<file path="config.mk">
export PLATFORM = sky130hd
export DESIGN_NAME = clock_ctrl
export DESIGN_NICKNAME = d
export VERILOG_FILES = /design/src/clock_ctrl_pkg.sv /design/src/fs_tap_counter.sv /design/src/clock_ctrl.sv
export VERILOG_INCLUDE_DIRS = /design/src
export SDC_FILE = /design/constraint.sdc
export NUM_CORES = 1
export LEC_CHECK = 0
export BUFFER_PORTS_ARGS = -buffer_cell sky130_fd_sc_hd__buf_2
export CAP_MARGIN = 10
export CORE_UTILIZATION = 50
export DETAILED_ROUTE_END_ITERATION = 16
export HOLD_SLACK_MARGIN = 0.06
export PLACE_DENSITY = 0.91
export SYNTH_ARGS = -nofsm -noshare
export SYNTH_HDL_FRONTEND = slang
export SYNTH_SLANG_ARGS = --single-unit
</file>
<file path="constraint.sdc">
create_clock -name clk_in -period 2.74 [get_ports clk_in]
set_clock_uncertainty 0.1 [all_clocks]
set_input_delay 0.411 -clock clk_in [delete_from_list [all_inputs] [get_ports clk_in]]
set_output_delay 0.411 -clock clk_in [all_outputs]
set_load 0.02 [all_outputs]
</file>
<file path="src/clock_ctrl_params.svh">
// constants for the system clock divider control block
// assumes inclusion by bare name from the design files and the bench
`ifndef CLOCK_CTRL_PARAMS_SVH
`define CLOCK_CTRL_PARAMS_SVH
// ---------------------------------------------------------------
// register byte addresses
// ---------------------------------------------------------------
`define ADDR_PRESCALE_TB0 12'h000
`define ADDR_DISP_BUZ 12'h004
`define ADDR_RESET_CAUSE 12'h008
`define ADDR_XTAL_TB1 12'h00C
`define ADDR_CLOCK_MODE 12'h010
`define ADDR_STATUS 12'h014
// ---------------------------------------------------------------
// reset values
// ---------------------------------------------------------------
`define RST_PRESCALE_TB0 8'h00
`define RST_DISP_BUZ 8'h01
`define RST_XTAL_TB1 8'h07
// ---------------------------------------------------------------
// write masks of implemented bits
// ---------------------------------------------------------------
`define MASK_PRESCALE_TB0 8'hF0
`define MASK_DISP_BUZ 8'hFF
`define MASK_RESET_CAUSE 8'h07
`define MASK_XTAL_TB1 8'h17
// ---------------------------------------------------------------
// divider tap bases
// ---------------------------------------------------------------
`define TB0_BASE_EXP 5'd12
`define TB1_BASE_EXP 5'd8
`define DISP_BASE_EXP 5'd2
`define BUZ_BASE_EXP 5'd2
`define FS_CNT_W 16
`define AXI_RESP_OKAY 2'h0
`define AXI_RESP_SLVERR 2'h2
`endif

</file>
<file path="src/clock_ctrl_pkg.sv">
// types for the system clock divider control block
// assumes the params header is on the include path
package clock_ctrl_pkg;
  typedef enum logic [1:0] {SRC_SYS, SRC_SLOW_XTAL, SRC_FREQ_DIV, SRC_UNDEF} prescale_src_e;
  typedef enum logic [1:0] {OSC_FAST_XTAL, OSC_EXT_RC, OSC_FAST_IRC} fast_osc_e;
  typedef enum logic [1:0] {IRC_4MHZ, IRC_8MHZ, IRC_12MHZ} irc_freq_e;
  typedef enum logic [1:0] {FS_SLOW_IRC, FS_SLOW_XTAL, FS_SYS_DIV4} fs_src_e;
  typedef enum {WR_IDLE, WR_RESP} wr_state_e;
  typedef enum {RD_IDLE, RD_RESP} rd_state_e;
endpackage

</file>
<file path="src/fs_tap_counter.sv">
// free running binary counter on the time-base clock enable
// assumes fs arrives as a one-cycle enable synchronous to clk_in
`timescale 1ns/10ps
`default_nettype none
`include "clock_ctrl_params.svh"
module fs_tap_counter (
  input wire logic clk_in,
  input wire logic nrst_in,
  input wire logic fs_tick_in,
  output logic [`FS_CNT_W-1:0] count_out
);
  typedef struct packed {
    logic [`FS_CNT_W-1:0] cnt;
  } cnt_s;
  cnt_s st_q;
  cnt_s st_d;

  // advance once per fs tick
  always_comb begin
    st_d = st_q;
    if (fs_tick_in) begin
      st_d.cnt = st_q.cnt + `FS_CNT_W'(1);
    end
  end

  // registered state
  always_ff @(posedge clk_in) begin
    if (!nrst_in) begin
      st_q <= '0;
    end else begin
      st_q <= st_d;
    end
  end

  assign count_out = st_q.cnt;
endmodule
`default_nettype wire

</file>
<file path="src/clock_ctrl.sv">
// system clock divider and system control registers over axi4-lite
// assumes fs, timer and divider clocks arrive as enables on clk_in
//
// Function
// - prescaler source 00 system clock, 01 slow crystal, 10 divider output
// - timer zero uses prescaler output, except code 10 uses system clock
// - with a pulse channel on, upper source bit alone picks system or divider
// - time base 0 picks fs over 2^12..2^15
// - display clock picks fs over 2^2..2^8, code 111 reserved
// - buzzer picks fs over 2^2..2^9
// - halt-keep bit 1 keeps slow crystal in halt, resets to 1
// - undervoltage reset flag set by hardware, software only clears
// - undervoltage setting flag, software only clears, powers up 0
// - watchdog setting flag, software only clears, resets 0
// - crystal power bit 0 quick start, 1 low power, resets 0
// - time base 1 picks fs over 2^8..2^15, resets to 111
// - unimplemented bits read zero and ignore writes
// - oscillators also clock watchdog and time bases
// - oscillator type fixed by configuration inputs
// - fast internal rc offers 4, 8 or 12 mhz by configuration
// - slow crystal only together with a fast source
// - external rc frees second oscillator pin for io
// - configuration picks crystal or io for slow crystal pins
// - clock mode bit picks fast or slow system clock, slow only with slow crystal configured
// - slow internal rc runs on undervoltage, watchdog or fs need
//
// Implementation choices: the register offsets and the AXI4-Lite register port.
`timescale 1ns/10ps
`default_nettype none
`include "clock_ctrl_params.svh"
module clock_ctrl
  import clock_ctrl_pkg::*;
(
  input wire logic clk_in,
  input wire logic nrst_in,
  // axi4-lite slave
  input wire logic [11:0] s_axi_awaddr,
  input wire logic s_axi_awvalid,
  output logic s_axi_awready,
  input wire logic [31:0] s_axi_wdata,
  input wire logic [3:0] s_axi_wstrb,
  input wire logic s_axi_wvalid,
  output logic s_axi_wready,
  output logic [1:0] s_axi_bresp,
  output logic s_axi_bvalid,
  input wire logic s_axi_bready,
  input wire logic [11:0] s_axi_araddr,
  input wire logic s_axi_arvalid,
  output logic s_axi_arready,
  output logic [31:0] s_axi_rdata,
  output logic [1:0] s_axi_rresp,
  output logic s_axi_rvalid,
  input wire logic s_axi_rready,
  // configuration options
  input wire logic [1:0] cfg_fast_osc_in,
  input wire logic [1:0] cfg_irc_freq_in,
  input wire logic cfg_slow_xtal_used_in,
  input wire logic [1:0] cfg_fs_src_in,
  // system events and enables
  input wire logic fs_tick_in,
  input wire logic freq_div_tick_in,
  input wire logic slow_xtal_tick_in,
  input wire logic pulse_chan0_enable_in,
  input wire logic pulse_chan1_enable_in,
  input wire logic halt_in,
  input wire logic undervoltage_reset_in,
  input wire logic undervoltage_setting_reset_in,
  input wire logic watchdog_setting_reset_in,
  input wire logic undervoltage_enabled_in,
  input wire logic watchdog_enabled_in,
  input wire logic buzzer_gpio_in,
  // outputs
  output logic prescaler_tick_out,
  output logic timer_zero_tick_out,
  output logic timebase0_tick_out,
  output logic timebase1_tick_out,
  output logic display_clk_out,
  output logic buzzer_pin_out,
  output logic fast_osc_run_out,
  output logic slow_xtal_run_out,
  output logic slow_xtal_low_power_out,
  output logic slow_irc_run_out,
  output logic system_clock_slow_out,
  output logic oscillator_pin_b_is_io_out,
  output logic slow_crystal_pins_are_io_out,
  output logic [1:0] irc_freq_out,
  output logic wdt_clk_tick_out,
  output logic timebase_clk_tick_out
);
  // ---------------------------------------------------------------
  // state
  // ---------------------------------------------------------------
  typedef struct packed {
    logic [7:0] prescale_tb0;
    logic [7:0] disp_buz;
    logic [2:0] flags;
    logic [7:0] xtal_tb1;
    logic system_clock_mode_bit;
    logic [`FS_CNT_W-1:0] cnt_prev;
    wr_state_e wr_st;
    rd_state_e rd_st;
    logic aw_got;
    logic w_got;
    logic [11:0] awaddr;
    logic [31:0] wdata;
    logic [3:0] wstrb;
    logic [1:0] bresp;
    logic [31:0] rdata;
    logic [1:0] rresp;
  } ctrl_s;
  ctrl_s st_q;
  ctrl_s st_d;
  logic [`FS_CNT_W-1:0] fs_count;
  logic [`FS_CNT_W-1:0] rise;

  fs_tap_counter u_cnt (
    .clk_in(clk_in),
    .nrst_in(nrst_in),
    .fs_tick_in(fs_tick_in),
    .count_out(fs_count)
  );

  // ---------------------------------------------------------------
  // helpers
  // ---------------------------------------------------------------
  // pick a counter stage; exponent n means stage n-1
  function automatic logic tap(input logic [`FS_CNT_W-1:0] r, input logic [4:0] e);
    logic [4:0] i;
    i = e - 5'd1;
    return r[i[3:0]];
  endfunction

  // readable word of a register address
  function automatic logic [31:0] rd_word(input ctrl_s s, input logic [11:0] a, input logic slow);
    rd_word = 32'h0000_0000;
    case (a)
      `ADDR_PRESCALE_TB0: rd_word = {24'h0, s.prescale_tb0 & `MASK_PRESCALE_TB0};
      `ADDR_DISP_BUZ: rd_word = {24'h0, s.disp_buz};
      `ADDR_RESET_CAUSE: rd_word = {29'h0, s.flags};
      `ADDR_XTAL_TB1: rd_word = {24'h0, s.xtal_tb1 & `MASK_XTAL_TB1};
      `ADDR_CLOCK_MODE: rd_word = {31'h0, s.system_clock_mode_bit};
      `ADDR_STATUS: rd_word = {31'h0, slow};
      default: rd_word = 32'h0000_0000;
    endcase
  endfunction

  // address is mapped
  function automatic logic mapped(input logic [11:0] a);
    return (a == `ADDR_PRESCALE_TB0) || (a == `ADDR_DISP_BUZ) || (a == `ADDR_RESET_CAUSE) ||
           (a == `ADDR_XTAL_TB1) || (a == `ADDR_CLOCK_MODE) || (a == `ADDR_STATUS);
  endfunction

  // rising stages of the counter, one-cycle pulses
  assign rise = fs_count & ~st_q.cnt_prev;

  // ---------------------------------------------------------------
  // next state
  // ---------------------------------------------------------------
  logic wr_fire;
  logic [7:0] wbyte;
  always_comb begin
    st_d = st_q;
    st_d.cnt_prev = fs_count;
    wr_fire = 1'b0;
    wbyte = st_q.wdata[7:0];
    // write channel capture in either order
    if (st_q.wr_st == WR_IDLE) begin
      if (s_axi_awvalid && !st_q.aw_got) begin
        st_d.aw_got = 1'b1;
        st_d.awaddr = s_axi_awaddr;
      end
      if (s_axi_wvalid && !st_q.w_got) begin
        st_d.w_got = 1'b1;
        st_d.wdata = s_axi_wdata;
        st_d.wstrb = s_axi_wstrb;
      end
      if (st_q.aw_got && st_q.w_got) begin
        wr_fire = st_q.wstrb[0];
        st_d.bresp = mapped(st_q.awaddr) ? `AXI_RESP_OKAY : `AXI_RESP_SLVERR;
        st_d.wr_st = WR_RESP;
      end
    end else begin
      if (s_axi_bready) begin
        st_d.wr_st = WR_IDLE;
        st_d.aw_got = 1'b0;
        st_d.w_got = 1'b0;
      end
    end
    if (wr_fire) begin
      case (st_q.awaddr)
        `ADDR_PRESCALE_TB0: st_d.prescale_tb0 = wbyte & `MASK_PRESCALE_TB0;
        `ADDR_DISP_BUZ: st_d.disp_buz = wbyte & `MASK_DISP_BUZ;
        `ADDR_XTAL_TB1: st_d.xtal_tb1 = wbyte & `MASK_XTAL_TB1;
        `ADDR_CLOCK_MODE: st_d.system_clock_mode_bit = wbyte[0];
        default: st_d.system_clock_mode_bit = st_d.system_clock_mode_bit;
      endcase
    end
    if (wr_fire && st_q.awaddr == `ADDR_RESET_CAUSE) begin
      st_d.flags = st_q.flags & wbyte[2:0];
    end
    st_d.flags = st_d.flags | {undervoltage_reset_in, undervoltage_setting_reset_in,
                               watchdog_setting_reset_in};
    // read channel
    if (st_q.rd_st == RD_IDLE) begin
      if (s_axi_arvalid) begin
        st_d.rdata = rd_word(st_q, s_axi_araddr, system_clock_slow_out);
        st_d.rresp = mapped(s_axi_araddr) ? `AXI_RESP_OKAY : `AXI_RESP_SLVERR;
        st_d.rd_st = RD_RESP;
      end
    end else begin
      if (s_axi_rready) begin
        st_d.rd_st = RD_IDLE;
      end
    end
  end

  // register all state
  always_ff @(posedge clk_in) begin
    if (!nrst_in) begin
      st_q <= '0;
      st_q.prescale_tb0 <= `RST_PRESCALE_TB0;
      st_q.disp_buz <= `RST_DISP_BUZ;
      st_q.xtal_tb1 <= `RST_XTAL_TB1;
      st_q.wr_st <= WR_IDLE;
      st_q.rd_st <= RD_IDLE;
    end else begin
      st_q <= st_d;
    end
  end

  // ---------------------------------------------------------------
  // bus handshakes
  // ---------------------------------------------------------------
  assign s_axi_awready = (st_q.wr_st == WR_IDLE) && !st_q.aw_got;
  assign s_axi_wready = (st_q.wr_st == WR_IDLE) && !st_q.w_got;
  assign s_axi_bvalid = (st_q.wr_st == WR_RESP);
  assign s_axi_bresp = st_q.bresp;
  assign s_axi_arready = (st_q.rd_st == RD_IDLE);
  assign s_axi_rvalid = (st_q.rd_st == RD_RESP);
  assign s_axi_rdata = st_q.rdata;
  assign s_axi_rresp = st_q.rresp;

  // ---------------------------------------------------------------
  // prescaler and timer zero clocking
  // ---------------------------------------------------------------
  logic [1:0] src;
  logic pulse_on;
  logic prescaler_src_tick;
  assign src = st_q.prescale_tb0[7:6];
  assign pulse_on = pulse_chan0_enable_in | pulse_chan1_enable_in;
  always_comb begin
    prescaler_src_tick = 1'b0;
    if (pulse_on) begin
      prescaler_src_tick = src[1] ? freq_div_tick_in : 1'b1;
    end else begin
      case (src)
        2'h0: prescaler_src_tick = 1'b1;
        2'h1: prescaler_src_tick = slow_xtal_tick_in;
        2'h2: prescaler_src_tick = freq_div_tick_in;
        default: prescaler_src_tick = 1'b0;
      endcase
    end
  end
  assign prescaler_tick_out = prescaler_src_tick;
  assign timer_zero_tick_out = (src == 2'h2) ? 1'b1 : prescaler_src_tick;

  // ---------------------------------------------------------------
  // divider taps
  // ---------------------------------------------------------------
  // time base 0 and time base 1
  assign timebase0_tick_out = tap(rise, `TB0_BASE_EXP + {3'h0, st_q.prescale_tb0[5:4]});
  assign timebase1_tick_out = tap(rise, `TB1_BASE_EXP + {2'h0, st_q.xtal_tb1[2:0]});
  // display clock, reserved code holds low
  assign display_clk_out = (st_q.disp_buz[7:5] == 3'h7) ? 1'b0 :
                           tap(fs_count, `DISP_BASE_EXP + {2'h0, st_q.disp_buz[7:5]});
  assign buzzer_pin_out = st_q.disp_buz[1] ? tap(fs_count, `BUZ_BASE_EXP + {2'h0, st_q.disp_buz[4:2]})
                                           : buzzer_gpio_in;

  // ---------------------------------------------------------------
  // oscillator control
  // ---------------------------------------------------------------
  // clock mode, fast stops in slow mode and halt
  assign system_clock_slow_out = st_q.system_clock_mode_bit & cfg_slow_xtal_used_in;
  assign fast_osc_run_out = !halt_in && !system_clock_slow_out;
  // slow crystal runs only when configured, and in halt only with the keep bit set
  assign slow_xtal_run_out = cfg_slow_xtal_used_in && (!halt_in || st_q.disp_buz[0]);
  assign slow_xtal_low_power_out = st_q.xtal_tb1[4];
  assign slow_irc_run_out = undervoltage_enabled_in || watchdog_enabled_in ||
                            (cfg_fs_src_in == FS_SLOW_IRC);
  assign oscillator_pin_b_is_io_out = (cfg_fast_osc_in == OSC_EXT_RC) ||
                                      (cfg_fast_osc_in == OSC_FAST_IRC);
  assign slow_crystal_pins_are_io_out = !cfg_slow_xtal_used_in;
  assign irc_freq_out = (cfg_irc_freq_in == 2'h3) ? IRC_4MHZ : cfg_irc_freq_in;
  assign wdt_clk_tick_out = fs_tick_in;
  assign timebase_clk_tick_out = fs_tick_in;

  // ---------------------------------------------------------------
  // assertions
  // ---------------------------------------------------------------
  property p_flag_set;
    @(posedge clk_in) disable iff (!nrst_in)
      undervoltage_reset_in |=> st_q.flags[2];
  endproperty
  a_flag_set: assert property (p_flag_set) else $error("flag not set");

  property p_wdt_flag_hold;
    @(posedge clk_in) disable iff (!nrst_in)
      (st_q.flags[0] && !(wr_fire && st_q.awaddr == `ADDR_RESET_CAUSE)) |=> st_q.flags[0];
  endproperty
  a_wdt_flag_hold: assert property (p_wdt_flag_hold) else $error("flag lost");

  property p_no_sw_set;
    @(posedge clk_in) disable iff (!nrst_in)
      (!st_q.flags[1] && !undervoltage_setting_reset_in) |=> !st_q.flags[1];
  endproperty
  a_no_sw_set: assert property (p_no_sw_set) else $error("flag set by software");

  property p_timer_sys;
    @(posedge clk_in) disable iff (!nrst_in)
      (src == 2'h2) |-> timer_zero_tick_out;
  endproperty
  a_timer_sys: assert property (p_timer_sys) else $error("timer not on system clock");

  property p_pwm_src;
    @(posedge clk_in) disable iff (!nrst_in)
      (pulse_on && !src[1]) |-> prescaler_tick_out;
  endproperty
  a_pwm_src: assert property (p_pwm_src) else $error("prescaler source wrong");

  property p_reserved_zero;
    @(posedge clk_in) disable iff (!nrst_in)
      st_q.prescale_tb0[3:0] == 4'h0 && st_q.xtal_tb1[7:5] == 3'h0 && !st_q.xtal_tb1[3];
  endproperty
  a_reserved_zero: assert property (p_reserved_zero) else $error("reserved bit set");

  property p_keep;
    @(posedge clk_in) disable iff (!nrst_in)
      (halt_in && cfg_slow_xtal_used_in && st_q.disp_buz[0]) |-> slow_xtal_run_out;
  endproperty
  a_keep: assert property (p_keep) else $error("crystal stopped in idle");

  property p_rresp;
    @(posedge clk_in) disable iff (!nrst_in)
      (s_axi_arvalid && s_axi_arready) |=> s_axi_rvalid && (s_axi_rdata[31:8] == 24'h000000);
  endproperty
  a_rresp: assert property (p_rresp) else $error("read answer late");

  c_write: cover property (@(posedge clk_in) disable iff (!nrst_in) s_axi_bvalid && s_axi_bready);
  c_read: cover property (@(posedge clk_in) disable iff (!nrst_in) s_axi_rvalid && s_axi_rready);
  c_halt_idle: cover property (@(posedge clk_in) disable iff (!nrst_in) halt_in && slow_xtal_run_out);
endmodule
`default_nettype wire

</file>
==> results by group <==
Detailed routing
  – Starting DRC count in detailed routing: 289
  – Met1 wire length: 4030 µm
  – Drt drc: 0
  – Met2 WL: 5120 µm
  – Vias/cell: 5.58
  – WL met3: 908 µm
  – Vias: 3796
  – Routed Antenna Nets: 0
  – Routed WL: 10300 µm
  – Wire length per cell: 15.2 µm
  – Top sig layer: met4
  – DRT Pass-1 Iters: 6

Power and ir drop
  – Net switching power: 0.650 mW
  – Total power draw: 2.59 mW
  – Sequential share of power: 0.512
  – Combinational Power Share: 0.110
  – Worst IR Drop VDD: 0.000323 V
  – Internal: 1.94 mW
  – Sw Share: 0.251
  – Clk network pwr share: 0.378
  – Leakage: 2.13 nW
  – Pwr/cell area: 505 nW/µm²

Global route
  – Vias in the first global route: 3553
  – Total gr overflow: 0
  – GRT Overall Usage: 0.227
  – Initial antenna violation count: 1
  – First-pass GRT wire length: 16100 µm
  – Pin count of the biggest net entering global routing: 41

Finish
  – Layout cell share with drive strength beyond 1: 0.263
  – Multi-input combinational cell area: 2420 µm²
  – Most common cell after layout, fill and taps aside: buf_2
  – Synth-to-layout area growth: 15.9%
  – Final nets: 663
  – Fill cells: 708
  – ANT cells: 0
  – Fin util: 0.613
  – Commonest non-fill, non-tap cells in the layout: 89 x buf_2, 83 x dfxtp_1, 67 x nor2_1
  – FF+latch area: 1750 µm²

Setup path
  – Crit. End Element: output pin
  – Crit path buffers/inverters: 1
  – Worst path slowest cell: mux4_2
  – CP Launch Type: register
  – Critical path required time: 2.23 ns
  – Top Family by Delay on Critical Path: multiplexers
  – Crit Path Category: register to output pin
  – Max incr delay on CP: 0.49 ns
  – Worst Path Arrival: 2.39 ns
  – Crit path cell chain: ha_4 > ha_4 > mux4_2 > mux4_2 > nor2b_4 > buf_6
  – Critical-path maximum fanout: 3

CTS
  – Clk slew on worst S/H paths: 0.09 ns
  – Clock latency on the worst-skew pair: 0.36 ns
  – Bufs on Longest Clock Path: 2
  – CTS tree: yes
  – Sink Count: 87
  – CTS buffer count: 9
  – Htree depth: 3
  – Root Driver: clkbuf_8

Floorplanning
  – Die H: 96.2 µm
  – Die Wd: 96.2 µm
  – Full die area: 9250 µm²
  – I/O Pins: 144
  – Initial core utilization: 0.529
  – # rows: 33
  – Core Region: 8380 µm²

Yosys
  – Mapped Area: 4430 µm²
  – Post-synthesis simple-gate area fraction: 0.223
  – YS warnings: 0
  – Mux cell area share after synthesis: 0.154
  – Number of synthesized register bits: 87
  – Top_reg_cell synth: dfxtp_1
  – Synth async-reset ratio: 0
  – Synth Area in Compound Gates: 0.0894
  – Yosys top cell area share: 0.393
  – Mean Syn Cell Area: 9.05 µm²
  – Cell taking the most area after synthesis: dfxtp_1
  – Largest family of logic cells by synthesized area: simple AND/OR/NAND/NOR gates
  – XOR/XNOR Fraction of Synth Area: 0.0237
  – Mapped Cells: 490
  – EDFF count, synth: 0
  – Library cells used by synthesis: 61
  – Synth area leaders: dfxtp_1 39%, mux2i_1 11%, buf_4 6.6%
  – Sequential area share after synthesis: 0.393
  – Area share of fa/ha/maj cells after synthesis: 0.0169

STA
  – Slew @ Worst Pin: 0.544 ns
  – Hold Slack: 0.184 ns
  – Max_slew headroom: 0.628
  – RSZ-0062 raised after global routing: yes
  – Slew Viols, Final: 0
  – Min Clock Period, post-route: 2.90 ns
  – PnR worst setup slack: -0.164 ns
  – Setup TNS: -0.164 ns
  – Fin. Hold Viols: 0
  – Final Cycle Share: 1.06
  – Max Freq: 344 MHz
  – Final setup fails: 1

Place
  – Gpl congestion: 0.847
  – HPWL after detailed placement: 7080 µm
  – Port Buffers: 90

Status
  – Status: complete, but fails checks
  – Failing checks: negative setup slack

Run
  – # Max-Cap Violations: 0

Worst hold path
  – Hold Path Class: input port to register
[metal layers]
layer  GRT usage  vias up
li1            -     1788
met1       0.261     1775
met2       0.397      202
met3      0.0671       31
met4      0.0808        0
met5           0        -
[area by class of cell]
class                   count  share of cell area
multi-input cells         351               0.471
flip-flops and latches     87               0.341
repair buffers            101               0.105
clock buffers              10              0.0268
well taps                 105              0.0256
clock inverters             5              0.0158
inverters                  21              0.0153
[cell usage after synthesis, types with 2 or more instances]
cell       count
nand2_1       42
nand3b_1       2
nor3_1         7
xnor2_1        6
mux2_4         2
o21ai_0       11
or3_1          2
o2111ai_1      2
dfxtp_1       87
mux2_2         6
and2_1        15
nor4_2         2
o221ai_1       2
mux4_2         4
buf_2          4
nand4_1        4
and3_1         3
nand3_1       10
nand2b_1       7
a2111oi_0      2
nor2b_1       12
or4_1          2
ha_1           6
buf_4         39
o32ai_1        2
o211ai_1       2
o31ai_1        6
nor2_1        67
mux2i_1       47
a31oi_1        5
nor3b_1        5
a22oi_1        3
inv_1         20
a21oi_1       10
xor2_1         6
a311oi_1       2
clkbuf_1      12
[worst register-to-register path: stages (launching register included)]
cell	delay [ns]
dfxtp_1	0.40
and3b_1	0.31
nand4_2	0.27
nor3_4	0.42
mux2i_1	0.34
[worst paths after layout]
kind	from	endpoint	slack [ns]	cells after the start
worst max-delay path	st_q[183]	display_clk_out	-0.16	6
worst min-delay path	s_axi_awaddr[3]	st_q[75]	0.18	3
worst min register to register	s_axi_rdata[1]	s_axi_rdata[1]	0.35	2
worst max register to register	st_q[118]	st_q[169]	0.80	4
[repair_timing]
item                       in CTS  in global routing
pin swaps                       3                  3
setup endpoints to repair       3                  3
hold buffers                    0                  0
resized for setup              15                  5
buffers inserted                1                  1
[power by group through the flow]
stage	Combinational, mW	Clock [mW]	Sequential, mW
floorplan	0.221	0	1.35
global placement	0.272	0	1.36
detailed placement	0.279	0	1.36
CTS	0.284	0.992	1.33
global route	0.316	1.03	1.33
finish	0.285	0.980	1.33
[metrics by stage]
| stage | area (µm²) | std cells | worst slack, ns |
|---|---|---|---|
| floorplan | 4530 | 515 | 0.161 |
| global placement | 4820 | 663 | 0.0819 |
| detailed placement | 4820 | 663 | 0.0420 |
| CTS | 5100 | 679 | -0.159 |
| global route | 5140 | 680 | -0.220 |
| finish | 5140 | 680 | -0.164 |
[state kept, by name, indices dropped and copies added, names as in the netlist]
register                 cells
s_axi_bresp                  1
s_axi_rdata                  8
s_axi_rresp                  1
slow_xtal_low_power_out      1
src                          2
st_q                        58
u_cnt.count_out             16
[logic make-up after synthesis]
logic type / count (synthesis)
other: 1
flip-flops: 87
XOR/XNOR: 12
adder cells (fa/ha/maj): 6
AO/OA/AOI/OAI: 57
multiplexers: 60
buffers and inverters: 77
AND/OR/NAND/NOR: 190
No activity file was read; power rests on OpenSTA's default activity.
